**src/hw/wrc_cfg.svh**
```systemverilog
`ifndef WRC_CFG_SVH
`define WRC_CFG_SVH

// Register byte offsets.
`define WRC_OFS_WATCHDOG_CONTROL 8'h00
`define WRC_OFS_RESET_CAUSE_FLAGS 8'h04
`define WRC_OFS_LOW_VOLTAGE_KEY 8'h08
`define WRC_OFS_REFERENCE_CONTROL 8'h0C
`define WRC_OFS_STATUS 8'h10

// Reset values.
`define WRC_WDC_RESET 8'h57
`define WRC_LVK_RESET 8'h5A

// Watchdog control fields and keys.
`define WRC_WDC_KEY_MSB 7
`define WRC_WDC_KEY_LSB 3
`define WRC_WDC_SEL_MSB 2
`define WRC_WDC_SEL_LSB 0
`define WRC_KEY_WDT_DISABLE 5'h15
`define WRC_KEY_WDT_ENABLE 5'h0A
`define WRC_WDT_MIN_EXP 4'h8

// Low-voltage key codes.
`define WRC_KEY_LV_ENABLE 8'h5A
`define WRC_KEY_LV_DISABLE 8'hA5

// Bit positions.
`define WRC_FLAG_WDT_KEY 0
`define WRC_FLAG_LV_KEY 1
`define WRC_FLAG_LV 2
`define WRC_REF_ENABLE_BIT 3
`define WRC_STAT_TIME_OUT 0
`define WRC_STAT_POWER_DOWN 1
`define WRC_STAT_SRESET_PEND 2

// Timing.
`define WRC_CLK_PERIOD_NS 10
`define WRC_CORE_CLK_HZ 100000000
`define WRC_LOW_SPEED_INTERNAL_OSCILLATOR_HZ 32000
`define WRC_LOW_SPEED_INTERNAL_OSCILLATOR_DIV_CYCLES (`WRC_CORE_CLK_HZ / `WRC_LOW_SPEED_INTERNAL_OSCILLATOR_HZ)
`define WRC_SRESET_DELAY_NS 2000
`define WRC_SRESET_CYCLES \
  ((`WRC_SRESET_DELAY_NS + `WRC_CLK_PERIOD_NS - 1) / `WRC_CLK_PERIOD_NS)
`define WRC_LVR_QUALIFY_NS 120000
`define WRC_LVR_QUALIFY_CYCLES \
  ((`WRC_LVR_QUALIFY_NS + `WRC_CLK_PERIOD_NS - 1) / `WRC_CLK_PERIOD_NS)

`endif

```
**src/hw/wrc_pkg.sv**
```systemverilog
package wrc_pkg;

  typedef enum logic [2:0] {
    WRC_SR_IDLE = 3'h1,
    WRC_SR_WAIT = 3'h2,
    WRC_SR_FIRE = 3'h4
  } wrc_sr_state_t;

  // Last count before overflow for a division of 2^(8+sel).
  function automatic logic [14:0] wrc_wdt_limit(input logic [2:0] sel);
    logic [15:0] span;
    span = 16'h0001 << ({1'b0, sel} + 4'h8);
    return 15'(span - 16'h0001);
  endfunction

endpackage

```
**src/hw/wrc_reg_if.sv**
```systemverilog
interface wrc_reg_if;
  logic wr_en;
  logic [7:0] wr_addr;
  logic [7:0] wr_data;
  logic [7:0] rd_addr;
  logic [7:0] rd_data;

  modport bus (output wr_en, output wr_addr, output wr_data, output rd_addr,
               input rd_data);
  modport regs (input wr_en, input wr_addr, input wr_data, input rd_addr,
                output rd_data);
endinterface

```
**src/hw/wrc_top.sv**
```systemverilog
// Local design decisions: the register offsets and the AXI4-Lite interface to the registers.
`include "wrc_cfg.svh"

module wrc_top
  import wrc_pkg::*;
#(
  parameter int LOW_SPEED_INTERNAL_OSCILLATOR_DIV_CYCLES = `WRC_LOW_SPEED_INTERNAL_OSCILLATOR_DIV_CYCLES,
  parameter int SRESET_CYCLES = `WRC_SRESET_CYCLES,
  parameter int LVR_QUALIFY_CYCLES = `WRC_LVR_QUALIFY_CYCLES
) (
  input wire logic CORE_CLK_I,
  input wire logic RSTN_I,
  input wire logic [7:0] S_AXI_AWADDR_I,
  input wire logic S_AXI_AWVALID_I,
  output logic S_AXI_AWREADY_O,
  input wire logic [31:0] S_AXI_WDATA_I,
  input wire logic [3:0] S_AXI_WSTRB_I,
  input wire logic S_AXI_WVALID_I,
  output logic S_AXI_WREADY_O,
  output logic [1:0] S_AXI_BRESP_O,
  output logic S_AXI_BVALID_O,
  input wire logic S_AXI_BREADY_I,
  input wire logic [7:0] S_AXI_ARADDR_I,
  input wire logic S_AXI_ARVALID_I,
  output logic S_AXI_ARREADY_O,
  output logic [31:0] S_AXI_RDATA_O,
  output logic [1:0] S_AXI_RRESP_O,
  output logic S_AXI_RVALID_O,
  input wire logic S_AXI_RREADY_I,
  input wire logic WDT_CLEAR_I,
  input wire logic HALT_I,
  input wire logic POWER_DOWN_I,
  input wire logic LOW_SUPPLY_I,
  output logic DEVICE_RESET_O,
  output logic PC_SP_CLEAR_O,
  output logic PORT_PRESET_O,
  output logic TIME_OUT_FLAG_O,
  output logic POWER_DOWN_FLAG_O,
  output logic LOW_VOLTAGE_RESET_EN_O,
  output logic REFERENCE_ENABLE_O
);
  localparam int DIV_W = $clog2(LOW_SPEED_INTERNAL_OSCILLATOR_DIV_CYCLES + 1);
  localparam int SR_W = $clog2(SRESET_CYCLES + 1);
  localparam int LVQ_W = $clog2(LVR_QUALIFY_CYCLES + 1);

  logic rst_meta_reg;
  logic rst_sync_reg;
  logic rst_n;
  logic lvs_meta_reg;
  logic lvs_sync_reg;
  logic [DIV_W-1:0] div_cnt_reg;
  logic low_speed_internal_oscillator_tick;
  logic [7:0] wdc_reg;
  logic [7:0] lvk_reg;
  logic ref_en_reg;
  logic wkey_flag_reg;
  logic lkey_flag_reg;
  logic lvr_flag_reg;
  logic to_flag_reg;
  logic pdf_flag_reg;
  wrc_sr_state_t sr_state_reg;
  wrc_sr_state_t sr_state_next;
  logic [SR_W-1:0] sr_cnt_reg;
  logic sr_wkey_reg;
  logic sr_lkey_reg;
  logic [LVQ_W-1:0] lvq_cnt_reg;
  logic lv_fire;
  logic dev_rst_reg;
  logic pcsp_reg;
  logic port_preset_reg;
  logic lvr_en_out_reg;
  logic [4:0] wdt_key;
  logic wdt_key_bad;
  logic lvk_bad;
  logic wdt_run;
  logic lvr_active;
  logic wdt_timeout;
  logic wdt_full;
  logic wdt_wake;
  logic sr_fire;
  logic full_rst;
  logic wdt_clear;
  logic wr_wdc;
  logic wr_flags;
  logic wr_lvk;
  logic wr_ref;

  wrc_reg_if reg_bus ();

  // Reset is applied at once and released through two stages.
  always_ff @(posedge CORE_CLK_I or negedge RSTN_I) begin
    if (!RSTN_I) begin
      rst_meta_reg <= 1'b0;
      rst_sync_reg <= 1'b0;
    end else begin
      rst_meta_reg <= 1'b1;
      rst_sync_reg <= rst_meta_reg;
    end
  end
  assign rst_n = rst_sync_reg;

  // The supply comparator is analog and asynchronous to the core clock.
  always_ff @(posedge CORE_CLK_I or negedge rst_n) begin
    if (!rst_n) begin
      lvs_meta_reg <= 1'b0;
      lvs_sync_reg <= 1'b0;
    end else begin
      lvs_meta_reg <= LOW_SUPPLY_I;
      lvs_sync_reg <= lvs_meta_reg;
    end
  end

  // Low-speed clock stand-in: one enable pulse per 32kHz period.
  always_ff @(posedge CORE_CLK_I or negedge rst_n) begin
    if (!rst_n) begin
      div_cnt_reg <= '0;
    end else if (low_speed_internal_oscillator_tick) begin
      div_cnt_reg <= '0;
    end else begin
      div_cnt_reg <= div_cnt_reg + DIV_W'(1);
    end
  end
  assign low_speed_internal_oscillator_tick = div_cnt_reg == DIV_W'(LOW_SPEED_INTERNAL_OSCILLATOR_DIV_CYCLES - 1);

  wrc_axil u_axil (
    .clk_i(CORE_CLK_I),
    .rst_n_i(rst_n),
    .awaddr_i(S_AXI_AWADDR_I),
    .awvalid_i(S_AXI_AWVALID_I),
    .awready_o(S_AXI_AWREADY_O),
    .wdata_i(S_AXI_WDATA_I),
    .wstrb_i(S_AXI_WSTRB_I),
    .wvalid_i(S_AXI_WVALID_I),
    .wready_o(S_AXI_WREADY_O),
    .bresp_o(S_AXI_BRESP_O),
    .bvalid_o(S_AXI_BVALID_O),
    .bready_i(S_AXI_BREADY_I),
    .araddr_i(S_AXI_ARADDR_I),
    .arvalid_i(S_AXI_ARVALID_I),
    .arready_o(S_AXI_ARREADY_O),
    .rdata_o(S_AXI_RDATA_O),
    .rresp_o(S_AXI_RRESP_O),
    .rvalid_o(S_AXI_RVALID_O),
    .rready_i(S_AXI_RREADY_I),
    .regs(reg_bus.bus)
  );

  assign wr_wdc = reg_bus.wr_en && reg_bus.wr_addr == `WRC_OFS_WATCHDOG_CONTROL;
  assign wr_flags = reg_bus.wr_en && reg_bus.wr_addr == `WRC_OFS_RESET_CAUSE_FLAGS;
  assign wr_lvk = reg_bus.wr_en && reg_bus.wr_addr == `WRC_OFS_LOW_VOLTAGE_KEY;
  assign wr_ref = reg_bus.wr_en && reg_bus.wr_addr == `WRC_OFS_REFERENCE_CONTROL;

  // Key decoding.
  assign wdt_key = wdc_reg[`WRC_WDC_KEY_MSB:`WRC_WDC_KEY_LSB];
  assign wdt_run = wdt_key == `WRC_KEY_WDT_ENABLE;
  assign wdt_key_bad = !wdt_run && wdt_key != `WRC_KEY_WDT_DISABLE;
  assign lvk_bad = lvk_reg != `WRC_KEY_LV_ENABLE && lvk_reg != `WRC_KEY_LV_DISABLE;
  assign lvr_active = lvk_reg == `WRC_KEY_LV_ENABLE && !POWER_DOWN_I;

  // Reset sources.
  assign wdt_full = wdt_timeout && !POWER_DOWN_I;
  assign wdt_wake = wdt_timeout && POWER_DOWN_I;
  assign sr_fire = sr_state_reg == WRC_SR_FIRE;
  assign full_rst = sr_fire || lv_fire || wdt_full;
  assign wdt_clear = sr_fire || WDT_CLEAR_I || HALT_I || full_rst;

  wrc_wdt_counter u_wdt (
    .clk_i(CORE_CLK_I),
    .rst_n_i(rst_n),
    .tick_i(low_speed_internal_oscillator_tick),
    .run_i(wdt_run),
    .clear_i(wdt_clear),
    .period_sel_i(wdc_reg[`WRC_WDC_SEL_MSB:`WRC_WDC_SEL_LSB]),
    .timeout_o(wdt_timeout)
  );

  // Software reset sequencer shared by both key registers.
  always_comb begin
    sr_state_next = sr_state_reg;
    unique case (sr_state_reg)
      WRC_SR_IDLE: begin
        if (wdt_key_bad || lvk_bad) begin
          sr_state_next = WRC_SR_WAIT;
        end
      end
      WRC_SR_WAIT: begin
        if (sr_cnt_reg == SR_W'(SRESET_CYCLES - 1)) begin
          sr_state_next = WRC_SR_FIRE;
        end
      end
      WRC_SR_FIRE: begin
        sr_state_next = WRC_SR_IDLE;
      end
      default: begin
        sr_state_next = WRC_SR_IDLE;
      end
    endcase
  end

  always_ff @(posedge CORE_CLK_I or negedge rst_n) begin
    if (!rst_n) begin
      sr_state_reg <= WRC_SR_IDLE;
    end else begin
      sr_state_reg <= sr_state_next;
    end
  end

  // Causes are latched so a repaired key still sets its flag when the pending reset fires.
  always_ff @(posedge CORE_CLK_I or negedge rst_n) begin
    if (!rst_n) begin
      sr_cnt_reg <= '0;
      sr_wkey_reg <= 1'b0;
      sr_lkey_reg <= 1'b0;
    end else if (sr_state_reg == WRC_SR_FIRE) begin
      sr_cnt_reg <= '0;
      sr_wkey_reg <= 1'b0;
      sr_lkey_reg <= 1'b0;
    end else if (sr_state_next == WRC_SR_WAIT) begin
      sr_cnt_reg <= sr_state_reg == WRC_SR_WAIT ? sr_cnt_reg + SR_W'(1) : '0;
      sr_wkey_reg <= sr_wkey_reg || wdt_key_bad;
      sr_lkey_reg <= sr_lkey_reg || lvk_bad;
    end
  end

  // Supply must stay low beyond the qualify count before it counts as a reset.
  always_ff @(posedge CORE_CLK_I or negedge rst_n) begin
    if (!rst_n) begin
      lvq_cnt_reg <= '0;
    end else if (!(lvr_active && lvs_sync_reg) || lv_fire) begin
      lvq_cnt_reg <= '0;
    end else begin
      lvq_cnt_reg <= lvq_cnt_reg + LVQ_W'(1);
    end
  end
  assign lv_fire = lvr_active && lvs_sync_reg
                   && lvq_cnt_reg == LVQ_W'(LVR_QUALIFY_CYCLES);

  // Watchdog control: reloaded by any full reset, kept over a sleep wake-up.
  always_ff @(posedge CORE_CLK_I or negedge rst_n) begin
    if (!rst_n) begin
      wdc_reg <= `WRC_WDC_RESET;
    end else if (full_rst) begin
      wdc_reg <= `WRC_WDC_RESET;
    end else if (wr_wdc) begin
      wdc_reg <= reg_bus.wr_data;
    end
  end

  // A real low-voltage reset keeps the key; the other full resets reload it.
  always_ff @(posedge CORE_CLK_I or negedge rst_n) begin
    if (!rst_n) begin
      lvk_reg <= `WRC_LVK_RESET;
    end else if (sr_fire || wdt_full) begin
      lvk_reg <= `WRC_LVK_RESET;
    end else if (wr_lvk) begin
      lvk_reg <= reg_bus.wr_data;
    end
  end

  always_ff @(posedge CORE_CLK_I or negedge rst_n) begin
    if (!rst_n) begin
      ref_en_reg <= 1'b0;
    end else if (full_rst) begin
      ref_en_reg <= 1'b0;
    end else if (wr_ref) begin
      ref_en_reg <= reg_bus.wr_data[`WRC_REF_ENABLE_BIT];
    end
  end

  // Reset cause flags: writing a one leaves a flag alone; a set beats a clear.
  always_ff @(posedge CORE_CLK_I or negedge rst_n) begin
    if (!rst_n) begin
      wkey_flag_reg <= 1'b0;
      lkey_flag_reg <= 1'b0;
      lvr_flag_reg <= 1'b0;
    end else begin
      if (sr_fire && sr_wkey_reg) begin
        wkey_flag_reg <= 1'b1;
      end else if (wr_flags && !reg_bus.wr_data[`WRC_FLAG_WDT_KEY]) begin
        wkey_flag_reg <= 1'b0;
      end
      if (sr_fire && sr_lkey_reg) begin
        lkey_flag_reg <= 1'b1;
      end else if (wr_flags && !reg_bus.wr_data[`WRC_FLAG_LV_KEY]) begin
        lkey_flag_reg <= 1'b0;
      end
      if (lv_fire) begin
        lvr_flag_reg <= 1'b1;
      end else if (wr_flags && !reg_bus.wr_data[`WRC_FLAG_LV]) begin
        lvr_flag_reg <= 1'b0;
      end
    end
  end

  // Status flags: power-on clears both, a low-voltage reset leaves both.
  always_ff @(posedge CORE_CLK_I or negedge rst_n) begin
    if (!rst_n) begin
      to_flag_reg <= 1'b0;
      pdf_flag_reg <= 1'b0;
    end else begin
      if (wdt_timeout) begin
        to_flag_reg <= 1'b1;
      end else if (HALT_I || WDT_CLEAR_I) begin
        to_flag_reg <= 1'b0;
      end
      if (HALT_I || wdt_wake) begin
        pdf_flag_reg <= 1'b1;
      end else if (WDT_CLEAR_I) begin
        pdf_flag_reg <= 1'b0;
      end
    end
  end

  // Output strobes; the reset values present the power-on state.
  always_ff @(posedge CORE_CLK_I or negedge rst_n) begin
    if (!rst_n) begin
      dev_rst_reg <= 1'b0;
      pcsp_reg <= 1'b1;
      port_preset_reg <= 1'b1;
      lvr_en_out_reg <= 1'b0;
    end else begin
      dev_rst_reg <= full_rst;
      pcsp_reg <= full_rst || wdt_wake;
      port_preset_reg <= full_rst;
      lvr_en_out_reg <= lvr_active;
    end
  end

  // Read mux; unused bits and unmapped offsets read zero.
  always_comb begin
    reg_bus.rd_data = 8'h00;
    unique case (reg_bus.rd_addr)
      `WRC_OFS_WATCHDOG_CONTROL: reg_bus.rd_data = wdc_reg;
      `WRC_OFS_RESET_CAUSE_FLAGS: begin
        reg_bus.rd_data[`WRC_FLAG_WDT_KEY] = wkey_flag_reg;
        reg_bus.rd_data[`WRC_FLAG_LV_KEY] = lkey_flag_reg;
        reg_bus.rd_data[`WRC_FLAG_LV] = lvr_flag_reg;
      end
      `WRC_OFS_LOW_VOLTAGE_KEY: reg_bus.rd_data = lvk_reg;
      `WRC_OFS_REFERENCE_CONTROL: reg_bus.rd_data[`WRC_REF_ENABLE_BIT] = ref_en_reg;
      `WRC_OFS_STATUS: begin
        reg_bus.rd_data[`WRC_STAT_TIME_OUT] = to_flag_reg;
        reg_bus.rd_data[`WRC_STAT_POWER_DOWN] = pdf_flag_reg;
        reg_bus.rd_data[`WRC_STAT_SRESET_PEND] = sr_state_reg != WRC_SR_IDLE;
      end
      default: reg_bus.rd_data = 8'h00;
    endcase
  end

  assign DEVICE_RESET_O = dev_rst_reg;
  assign PC_SP_CLEAR_O = pcsp_reg;
  assign PORT_PRESET_O = port_preset_reg;
  assign TIME_OUT_FLAG_O = to_flag_reg;
  assign POWER_DOWN_FLAG_O = pdf_flag_reg;
  assign LOW_VOLTAGE_RESET_EN_O = lvr_en_out_reg;
  assign REFERENCE_ENABLE_O = ref_en_reg;
endmodule // wrc_top

```
**src/hw/wrc_axil.sv**
```systemverilog
module wrc_axil
  import wrc_pkg::*;
(
  input wire logic clk_i,
  input wire logic rst_n_i,
  input wire logic [7:0] awaddr_i,
  input wire logic awvalid_i,
  output logic awready_o,
  input wire logic [31:0] wdata_i,
  input wire logic [3:0] wstrb_i,
  input wire logic wvalid_i,
  output logic wready_o,
  output logic [1:0] bresp_o,
  output logic bvalid_o,
  input wire logic bready_i,
  input wire logic [7:0] araddr_i,
  input wire logic arvalid_i,
  output logic arready_o,
  output logic [31:0] rdata_o,
  output logic [1:0] rresp_o,
  output logic rvalid_o,
  input wire logic rready_i,
  wrc_reg_if.bus regs
);
  logic aw_held_reg;
  logic w_held_reg;
  logic [7:0] aw_addr_reg;
  logic [7:0] w_data_reg;
  logic w_lane0_reg;
  logic bvalid_reg;
  logic rvalid_reg;
  logic [31:0] rdata_reg;

  // Address and data are taken in either order; the response waits for both.
  assign awready_o = !aw_held_reg && !bvalid_reg;
  assign wready_o = !w_held_reg && !bvalid_reg;
  assign arready_o = !rvalid_reg;
  assign bvalid_o = bvalid_reg;
  assign bresp_o = 2'h0;
  assign rvalid_o = rvalid_reg;
  assign rdata_o = rdata_reg;
  assign rresp_o = 2'h0;

  // Only byte lane 0 carries register bits; a write without it stores nothing.
  assign regs.wr_en = aw_held_reg && w_held_reg && w_lane0_reg;
  assign regs.wr_addr = aw_addr_reg;
  assign regs.wr_data = w_data_reg;
  assign regs.rd_addr = araddr_i;

  always_ff @(posedge clk_i or negedge rst_n_i) begin
    if (!rst_n_i) begin
      aw_held_reg <= 1'b0;
      aw_addr_reg <= 8'h00;
    end else if (aw_held_reg && w_held_reg) begin
      aw_held_reg <= 1'b0;
    end else if (awvalid_i && awready_o) begin
      aw_held_reg <= 1'b1;
      aw_addr_reg <= awaddr_i;
    end
  end

  always_ff @(posedge clk_i or negedge rst_n_i) begin
    if (!rst_n_i) begin
      w_held_reg <= 1'b0;
      w_data_reg <= 8'h00;
      w_lane0_reg <= 1'b0;
    end else if (aw_held_reg && w_held_reg) begin
      w_held_reg <= 1'b0;
    end else if (wvalid_i && wready_o) begin
      w_held_reg <= 1'b1;
      w_data_reg <= wdata_i[7:0];
      w_lane0_reg <= wstrb_i[0];
    end
  end

  always_ff @(posedge clk_i or negedge rst_n_i) begin
    if (!rst_n_i) begin
      bvalid_reg <= 1'b0;
    end else if (aw_held_reg && w_held_reg) begin
      bvalid_reg <= 1'b1;
    end else if (bready_i) begin
      bvalid_reg <= 1'b0;
    end
  end

  always_ff @(posedge clk_i or negedge rst_n_i) begin
    if (!rst_n_i) begin
      rvalid_reg <= 1'b0;
      rdata_reg <= 32'h0000_0000;
    end else if (arvalid_i && arready_o) begin
      rvalid_reg <= 1'b1;
      rdata_reg <= {24'h00_0000, regs.rd_data};
    end else if (rready_i) begin
      rvalid_reg <= 1'b0;
    end
  end
endmodule // wrc_axil

```
**src/hw/wrc_wdt_counter.sv**
```systemverilog
module wrc_wdt_counter
  import wrc_pkg::*;
(
  input wire logic clk_i,
  input wire logic rst_n_i,
  input wire logic tick_i,
  input wire logic run_i,
  input wire logic clear_i,
  input wire logic [2:0] period_sel_i,
  output logic timeout_o
);
  logic [14:0] count_reg;
  logic timeout_reg;
  logic at_limit;

  assign at_limit = count_reg >= wrc_wdt_limit(period_sel_i);
  assign timeout_o = timeout_reg;

  // The count survives a period change, so a shorter period can end early.
  always_ff @(posedge clk_i or negedge rst_n_i) begin
    if (!rst_n_i) begin
      count_reg <= 15'h0000;
    end else if (clear_i) begin
      count_reg <= 15'h0000;
    end else if (run_i && tick_i) begin
      count_reg <= at_limit ? 15'h0000 : count_reg + 15'h0001;
    end
  end

  always_ff @(posedge clk_i or negedge rst_n_i) begin
    if (!rst_n_i) begin
      timeout_reg <= 1'b0;
    end else begin
      timeout_reg <= run_i && tick_i && at_limit && !clear_i;
    end
  end
endmodule // wrc_wdt_counter

```
**config.mk**
```make
export PLATFORM = sky130hd
export DESIGN_NAME = wrc_top
export DESIGN_NICKNAME = d
export VERILOG_FILES = /design/src/hw/wrc_pkg.sv /design/src/hw/wrc_reg_if.sv /design/src/hw/wrc_top.sv /design/src/hw/wrc_axil.sv /design/src/hw/wrc_wdt_counter.sv
export VERILOG_INCLUDE_DIRS = /design/src /design/src/hw
export SDC_FILE = /design/constraint.sdc
export NUM_CORES = 1
export LEC_CHECK = 0
export BUFFER_PORTS_ARGS = -buffer_cell sky130_fd_sc_hd__buf_2
export CAP_MARGIN = 25
export CORE_MARGIN = 2
export CORE_UTILIZATION = 45
export CTS_CLUSTER_DIAMETER = 30
export DETAILED_ROUTE_END_ITERATION = 7
export GPL_TIMING_DRIVEN = 0
export MAX_ROUTING_LAYER = met4
export PLACE_DENSITY_LB_ADDON = 0.1
export SYNTH_ARGS = -nofsm -noshare
export SYNTH_HDL_FRONTEND = slang
export SYNTH_SLANG_ARGS = --single-unit
```
**constraint.sdc**
```tcl
create_clock -name CORE_CLK_I -period 4.75 [get_ports CORE_CLK_I]
set_input_delay 0.2375 -clock CORE_CLK_I [delete_from_list [all_inputs] [get_ports CORE_CLK_I]]
set_output_delay 0.2375 -clock CORE_CLK_I [all_outputs]
set_load 0.01 [all_outputs]
```
Word-level counts from Yosys, hierarchy flattened
Cells that the tools add are included.

Register bits: 114. Input port bits: 63. Logic and storage cells: 171.

Add/subtract/negate cells: 6. Order comparisons: 1. Eq/ne operators: 20. Shift-type cells: 1. Muxes and demuxes: 42. Bitwise logic cells: 1. Reductions and logical operators: 68.

Operators with widths (count): $mux W8 (7); $mux W15 (3); $eq A8 B4 Y1 const B (4); $reduce_bool A2 Y1 (14); $logic_and A1 B1 Y1 (26); $mux W1 (24); $eq A8 B3 Y1 const B (2); $logic_not A8 Y1 (2); $add A15 B1 Y15 const B (1); $ge A15 B15 Y1 (1); $shl A1 B4 Y15 const A (1); $sub A15 B1 Y15 const B (1); $add A14 B1 Y14 const B (1); $eq A14 B14 Y1 const B (1); $mux W14 (1); $logic_or A1 B1 Y1 (13); $add A12 B1 Y12 const B (1); $eq A12 B12 Y1 const B (1); $mux W12 (1); $pmux W3 S4 (1); $logic_not A1 Y1 (11); $add A8 B1 Y8 const B (1); $eq A8 B5 Y1 const B (1); $eq A8 B7 Y1 const B (1); 16 further kinds (19).

Depth between registers and ports, before layout
Gate-level depths: netlist (run 1).

Depth after elaboration: 9. Mapped depth: 14.

Cells and area by module
Synthesis (run 1) repeated with hierarchy kept, for this count alone.

Cells, all modules: 552. Area total of the unflattened synthesis: 5813.1 µm².

By module, submodules not included: wrc_top (times used 1, cells each 333, area each 3387.0 µm²); wrc_axil (times used 1, cells each 107, area each 1385.1 µm²); wrc_wdt_counter (times used 1, cells each 112, area each 1041.0 µm²).

Least setup slack after synthesis (run 1)
No wires, ideal clock.

Path type: register to register. Start: reg wdc_reg[0]. End: reg u_wdt.count_reg[10]. Setup time: 0.071 ns. Arrival: 2.856 ns. Path slack: 1.822 ns. Cell stages (with the launch flop): 15. Cells stage by stage: dfstp_2 > clkbuf_1 > or3_1 > ha_1 > clkbuf_1 > nor3_1 > a21o_1 > a21oi_1 > ha_1 > a21o_1 > a21o_1 > a221oi_1 > o21bai_2 > buf_4 > nor2_1.

Longest elaborated chain between the ends: 7.

Ends and longest elaborated chain: start, declared (RTL line wrc_top.sv:53) `logic [7:0] wdc_reg;`; start signal, assigned (RTL line wrc_top.sv:241) `` wdc_reg <= `WRC_WDC_RESET; ``; start signal, assigned (RTL line wrc_top.sv:243) `` wdc_reg <= `WRC_WDC_RESET; ``; start signal, assigned (RTL line wrc_top.sv:245) `wdc_reg <= reg_bus.wr_data;`; $add A3 B4 Y4 (RTL line wrc_pkg.sv:12) `span = 16'h0001 << ({1'b0, sel} + 4'h8);`; $shl A1 B4 Y15 (RTL line wrc_pkg.sv:12); $sub A15 B1 Y15 (RTL line wrc_pkg.sv:13) `return 15'(span - 16'h0001);`; $ge A15 B15 Y1 (RTL line wrc_wdt_counter.sv:16) `assign at_limit = count_reg >= wrc_wdt_limit(period_sel_i);`; $mux W15 (RTL line wrc_wdt_counter.sv:26) `count_reg <= at_limit ? 15'h0000 : count_reg + 15'h0001;`; $mux W15 (RTL line wrc_wdt_counter.sv:25) `end else if (run_i && tick_i) begin`; $mux W15 (RTL line wrc_wdt_counter.sv:23) `end else if (clear_i) begin`; end signal, assigned (RTL line wrc_wdt_counter.sv:26); end, declared (RTL line wrc_wdt_counter.sv:12) `logic [14:0] count_reg;`.

No other way between the ends. The select of a mux whose other input is x is not followed. A chain may end at the register's enable or synchronous reset.

Worst setup path after layout (run 1)
Start: reg wdc_reg[0]. End: reg u_wdt.count_reg[5].

Same word-level chain as after synthesis.

==> results_dict.tcl, run 1 <==
set metrics [dict create \
    synthXorXnorAreaFrac 0.0565 \
    yosysMostFrequentCell "dfrtp_1" \
    synth_edf_count 0 \
    synth.distinct_cells 63 \
    synth-simple-area-share 0.187 \
    report.final.hold_viol_count 0 \
    coreArea_um2 12500 \
    worstPathRequired_ns 5.09 \
    cp_num_buf_inv 3 \
    grt_pass1_vias 4003 \
    cpPeakStageDelay_ns 0.51 \
    cp.arrival_ns 3.68 \
    status "completed" \
    synth_warnings 0 \
    stdcell_area_um2 6930 \
    numPortBuffers 54 \
    max-clock-path-buffers 2 \
    hold_path.class "in2reg" \
    fmax_mhz 299 \
    fin_crit_sh 0.703 \
    cts.sinks 114 \
    synthFlopType "dfrtp_1" \
    initial_core_util 0.459 \
    avgSynthCellArea_um2 10.4 \
    fin_setup_tns_ns 0 \
    nets 733 \
    drt-pass1-iter-count 4 \
    start_kind "register" \
    skew_ns 0.00632 \
    cpMostUsedCell "a21o_1" \
    critPathMaxFanout 10 \
    grt_start_max_net_pins 69 \
    crit_type "reg2reg" \
    areaGrowthSynthToFinish_pct 20.8 \
    crit_family "compound AO/OA/AOI/OAI gates" \
    grt_usage 0.193 \
    min_period_ns 3.34 \
    relSlewSlack 0.407 \
    vias 4189 \
    cts_tree "built" \
    post-route-drc-count 0 \
    postCtsHoldBufs 4 \
    avgRoutedWirePerCell_um 13.8 \
    row_count 41 \
    gp_congestion 0.825 \
    diodes 0 \
    ys_seq_elements 114 \
    yosys.area.top_type_share 0.445 \
    crit_slowest_cell "dfstp_2" \
    placed_cell_area_um2 6360 \
    fp.dieH_um 117 \
    power_density_nw_per_um2 414 \
    synth_fa_ha_area_frac 0.0323 \
    wl_um 11600 \
    holdWs_ns 0.0417 \
    vdd_drop_max_mv 0.330 \
    grt_pass1_wl_um 19500 \
    slew_violations 0 \
    async_flop_share 1.00 \
    synth_cells 551 \
    clkTransAtPathRegs_ns 0.05 \
    cts_made_buffers 17 \
    ant_nets 0 \
    cp_cell_sequence "clkbuf_1, or3_1, ha_1, clkbuf_1, nor3_1, a21o_1, a21oi_1, ha_1, a21o_1, a21o_1, a221oi_1, o21bai_2, buf_4, nor2_1" \
    via_per_inst 4.98 \
    hpwlAfterDp_um 8430 \
    drive_gt1_frac 0.241 \
    h-tree-depth 4 \
    p_leak_nw 3.21 \
    cts_resized 0 \
    end_kind "register" \
    ys_seq_area_frac 0.500 \
    synthTopCellsByArea "dfrtp_1 44%, dfstp_2 5.5%, nor2_1 4.1%, xnor2_1 4.0%, buf_4 3.8%" \
    clock_latency_ns 0.41 \
    synth_compound_area_frac 0.0994 \
    die_x_um 117 \
    ys_top_cells_by_count "102 x dfrtp_1, 63 x nor2_1, 53 x nand2_1" \
    maxCapViolCount 0 \
    cts-root-buf "clkbuf_16" \
    finish.utilization 0.554 \
    die_area_um2 13700 \
    io-pin-count 111 \
    overflow 0 \
    post-cts-setup-buffers 0 \
    grt_antenna_before_repair 0 \
    synth_top_family_by_area "simple AND/OR/NAND/NOR gates" \
    largest_reg_flops 15 \
    synth_area_leader_cell "dfrtp_1" \
    synth_area_um2 5740 \
    tightestPinTransition_ns 0.889 \
    setup_viol 0 \
    drt_iter0_drc 197 \
    rsz0062_at_grt "no" \
    synthMuxAreaShare 0.0612 \
]
-- area by class of cell --
cell class                      instances  area (µm²)
Fill cell                            1166        5580
Sequential cell                       114        2870
Multi-Input combinational cell        403        2610
Clock buffer                           23         478
Timing Repair Buffer                   59         338
Buffer                                 43         294
Tap cell                              172         215
Inverter                               18        67.6
Clock inverter                          9        57.6
-- worst register-to-register path: cells and delay by family (launching register included) --
kind,cells,cell delay [ns]
compound gates,6,1.26
buf+inv,3,0.73
flops,1,0.51
fa+ha+maj,2,0.40
simple gates,3,0.38
-- report_power, final --
part	total, W	leakage (nW)	internal [W]	switching (W)
clock network	0.00113	0.251	0.000701	0.000430
logic	0.000456	1.54	0.000233	0.000223
registers	0.00128	1.42	0.00113	0.000155
total	0.00287	3.21	0.00206	0.000808
-- placed cells by master, fill, tap and decap left out, types with 9 or more instances in the layout --
| cell | Yosys | routed |
|---|---|---|
| and3_1 | 11 | 11 |
| clkbuf_1 | 10 | 13 |
| o21ai_0 | 16 | 16 |
| buf_2 | 1 | 55 |
| nand4_1 | 9 | 9 |
| nand2_1 | 53 | 53 |
| conb_1 | 2 | 29 |
| mux2i_1 | 16 | 16 |
| a21oi_1 | 20 | 20 |
| inv_1 | 18 | 18 |
| buf_4 | 29 | 29 |
| dfstp_2 | 12 | 12 |
| nand3_1 | 16 | 16 |
| mux2_2 | 17 | 17 |
| nor2_1 | 63 | 63 |
| xnor2_1 | 26 | 26 |
| dfrtp_1 | 102 | 101 |
| ha_1 | 14 | 14 |
| xor2_1 | 11 | 11 |
| clkbuf_16 | 0 | 17 |
-- stage by stage --
stage / setup slack (ns) / total power, W / cells
final: 1.41 / 0.00287 / 841
after CTS: 1.38 / 0.00290 / 841
after global routing: 1.08 / 0.00303 / 841
after detailed placement: 1.39 / 0.00175 / 805
after global placement: 0.0600 / 0.00173 / 804
after floorplan: 1.36 / 0.00160 / 578
-- metal layers --
metal  GRT usage  share of wire  vias to the layer above
met4      0.0706          0.014                        0
met2       0.275           0.45                       94
met5           -              0                        -
met3      0.0525          0.050                       11
li1            -              -                     2076
met1       0.265           0.48                     2008
-- path summary, 6_finish.rpt --
kind / from / slack, ns / depth (start not counted) / end
worst max-delay path: wdc_reg[0]$_DFFE_PN1P_ / 1.41 / 14 / u_wdt.count_reg[5]$_DFFE_PN0P_
worst min-delay path: HALT_I / 0.04 / 3 / POWER_DOWN_FLAG_O$_DFFE_PN0P_
worst max register to register: wdc_reg[0]$_DFFE_PN1P_ / 1.41 / 14 / u_wdt.count_reg[5]$_DFFE_PN0P_
worst min register to register: lvs_meta_reg$_DFF_PN0_ / 0.35 / 0 / lvs_sync_reg$_DFF_PN0_
max in group asynchronous: rst_n$_DFF_PN0_ / 3.51 / 1 / sr_state_reg[0]$_DFF_PN1_
min in group asynchronous: RSTN_I / 0.14 / 2 / rst_n$_DFF_PN0_
-- cell families (layout without fill, tap and decap cells) --
group | count (synthesis) | in the layout
compound gates | 84 | 84
simple gates | 205 | 205
mux | 33 | 33
flops | 114 | 114
buf+inv | 61 | 152
fa+ha+maj | 15 | 15
xor+xnor | 37 | 37
other cells | 2 | 29
Power figures use the tool's default switching activity.
==> run 2: changes to the inputs <==
==> constraint.sdc (replaced) <==
create_clock -name CORE_CLK_I -period 3.02 [get_ports CORE_CLK_I]
set_input_delay 0.151 -clock CORE_CLK_I [delete_from_list [all_inputs] [get_ports CORE_CLK_I]]
set_output_delay 0.151 -clock CORE_CLK_I [all_outputs]
set_load 0.01 [all_outputs]
==> run 2 against run 1 <==
  * Sequential power up 58%
  * First-iteration DRC count up 63%
  * Fmax up 18%
  * Clock skew up 0.0023 ns
  * Via count up 0.33%
  * Clock power up 71%
  * Combinational power up 64%
==> results_dict.tcl, run 2 (same netlist as run 1, synthesis figures left out) <==
set metrics [dict create \
    drive_gt1_frac 0.239 \
    seqPwrFrac 0.430 \
    mostFrequentLayoutCells "101 x dfrtp_1, 63 x nor2_1, 55 x buf_2" \
    worstPathRequired_ns 3.32 \
    max-clock-path-buffers 2 \
    grt_start_max_net_pins 68 \
    reg2reg_from "wdc_reg[1]$_DFFE_PN1P_" \
    rsz0062_at_grt "no" \
    hold_depth 4 \
    critPathMaxFanout 10 \
    maxCapViolCount 0 \
    die_x_um 117 \
    drt-pass1-iter-count 4 \
    setup_viol 0 \
    areaGrowthSynthToFinish_pct 25.1 \
    power_density_nw_per_um2 654 \
    swShare 0.275 \
    post-cts-setup-buffers 0 \
    cts-root-buf "clkbuf_16" \
    h-tree-depth 4 \
    holdWs_ns 0.0324 \
    r2r_slack_ns 0.20 \
    clkTransAtPathRegs_ns 0.05 \
    status "completed" \
    gp_congestion 0.808 \
    switching_power_w 0.00129 \
    die_area_um2 13700 \
    post-place-cells 805 \
    start_kind "register" \
    final_common_cell "dfrtp_1" \
    clkPwrFrac 0.411 \
    tightestPinTransition_ns 0.827 \
    skew_ns 0.00860 \
    p_leak_nw 3.32 \
    fin_crit_sh 0.934 \
    initial_core_util 0.459 \
    crit_type "reg2reg" \
    grt_antenna_before_repair 0 \
    via_per_inst 4.90 \
    min_period_ns 2.82 \
    io-pin-count 111 \
    diodes 0 \
    row_count 41 \
    overflow 0 \
    grt_usage 0.194 \
    slew_violations 0 \
    vias 4203 \
    wl_um 11900 \
    nets 750 \
    vdd_drop_max_mv 0.461 \
    final_cells 858 \
    post-route-drc-count 0 \
    largest_reg_flops 15 \
    cts_tree "built" \
    drt_iter0_drc 321 \
    end_kind "register" \
    clock_latency_ns 0.41 \
    r2r-end "u_wdt.count_reg[5]$_DFFE_PN0P_" \
    coreArea_um2 12500 \
    cp.arrival_ns 3.12 \
    grt_pass1_wl_um 19600 \
    hold_start "WDT_CLEAR_I" \
    report.final.hold_viol_count 0 \
    fp.dieH_um 117 \
    avgRoutedWirePerCell_um 13.9 \
    cts_made_buffers 17 \
    grt_pass1_vias 3991 \
    relSlewSlack 0.448 \
    hold_path_end "POWER_DOWN_FLAG_O$_DFFE_PN0P_" \
    combPwrFrac 0.160 \
    r2r_cells 10 \
    n_fill_cell 1108 \
    cts.sinks 114 \
    hpwlAfterDp_um 8390 \
    cell_internal_pwr_w 0.00341 \
    hold_path.class "in2reg" \
    numPortBuffers 54 \
    fmax_mhz 354 \
    ant_nets 0 \
]
## run 2: cell count changes in the layout (fill, tap and decap cells not counted), moves of 2 or more
cell	change
bufinv_16	+2
clkbuf_1	-2
dlygate4sd3_1	+19
clkinv_4	+2
clkinvlp_4	-4
## run 2: final cells by class
cell class,instances,area (µm²),area share
multi-input combinational,403,2640,0.367
clock buffer,22,464,0.0646
inverter,18,67.6,0.00941
clock inverter,10,110,0.0153
buffer,41,287,0.0399
timing repair buffer,78,528,0.0735
sequential,114,2870,0.400
tap,172,215,0.0300
## run 2: metal layers
layer  vias to the layer above  routed length (µm)  track usage
met5                         -                   0            -
met4                         0                 146       0.0565
met3                        12                 703       0.0587
met2                       110                5240        0.280
met1                      1974                5810        0.265
li1                       2107                   -            -
## run 2: how the worst max path moves through the flow
stage                                start                               to  depth (start not counted)
finish              wdc_reg[1]$_DFFE_PN1P_   u_wdt.count_reg[5]$_DFFE_PN0P_                         10
global route        wdc_reg[0]$_DFFE_PN1P_  u_wdt.count_reg[14]$_DFFE_PN0P_                         11
CTS                 wdc_reg[1]$_DFFE_PN1P_  u_wdt.count_reg[14]$_DFFE_PN0P_                         13
detailed placement  wdc_reg[0]$_DFFE_PN1P_   u_wdt.count_reg[5]$_DFFE_PN0P_                         14
global placement    wdc_reg[0]$_DFFE_PN1P_  u_wdt.count_reg[13]$_DFFE_PN0P_                         14
floorplan           wdc_reg[0]$_DFFE_PN1P_  u_wdt.count_reg[10]$_DFFE_PN0P_                         14
## run 2: per-stage QoR
step / setup TNS [ns] / total power, W / util / instance area, µm² / worst slack (ns)
after floorplan: 0 / 0.00252 / - / 5840 / 0.0925
after global placement: -2.96 / 0.00272 / 0.506 / 6330 / -0.262
after detailed placement: -4.09 / 0.00276 / 0.508 / 6360 / -0.351
after CTS: 0 / 0.00474 / 0.572 / 7170 / 0.00392
after global routing: 0 / 0.00494 / 0.574 / 7180 / 0.0311
final: 0 / 0.00470 / 0.574 / 7180 / 0.198
## run 2: what timing repair did
action / in CTS / in global routing
gates resized for setup: 1 / 3
setup endpoints to repair: 16 / 12
endpoints found under the hold margin: 24 / 0
hold buffers: 23 / 0
## run 2: power by group through the flow
stage | clock (W) | combinational, W | sequential [W]
2_1_floorplan | 0 | 0.000557 | 0.00196
3_3_place_gp | 0 | 0.000680 | 0.00204
3_5_place_dp | 0 | 0.000728 | 0.00203
4_1_cts | 0.00197 | 0.000752 | 0.00201
5_1_grt | 0.00204 | 0.000843 | 0.00206
6_report | 0.00193 | 0.000750 | 0.00202
## run 2: worst max-delay path: stages, from the launching register on
cell       delay, ns
dfstp_2         0.59
inv_1           0.08
or3_1           0.38
xor2_1          0.16
ha_1            0.29
o2111ai_1       0.10
o21ai_0         0.37
a221oi_4        0.14
o21bai_2        0.27
buf_4           0.24
nor2_1          0.07
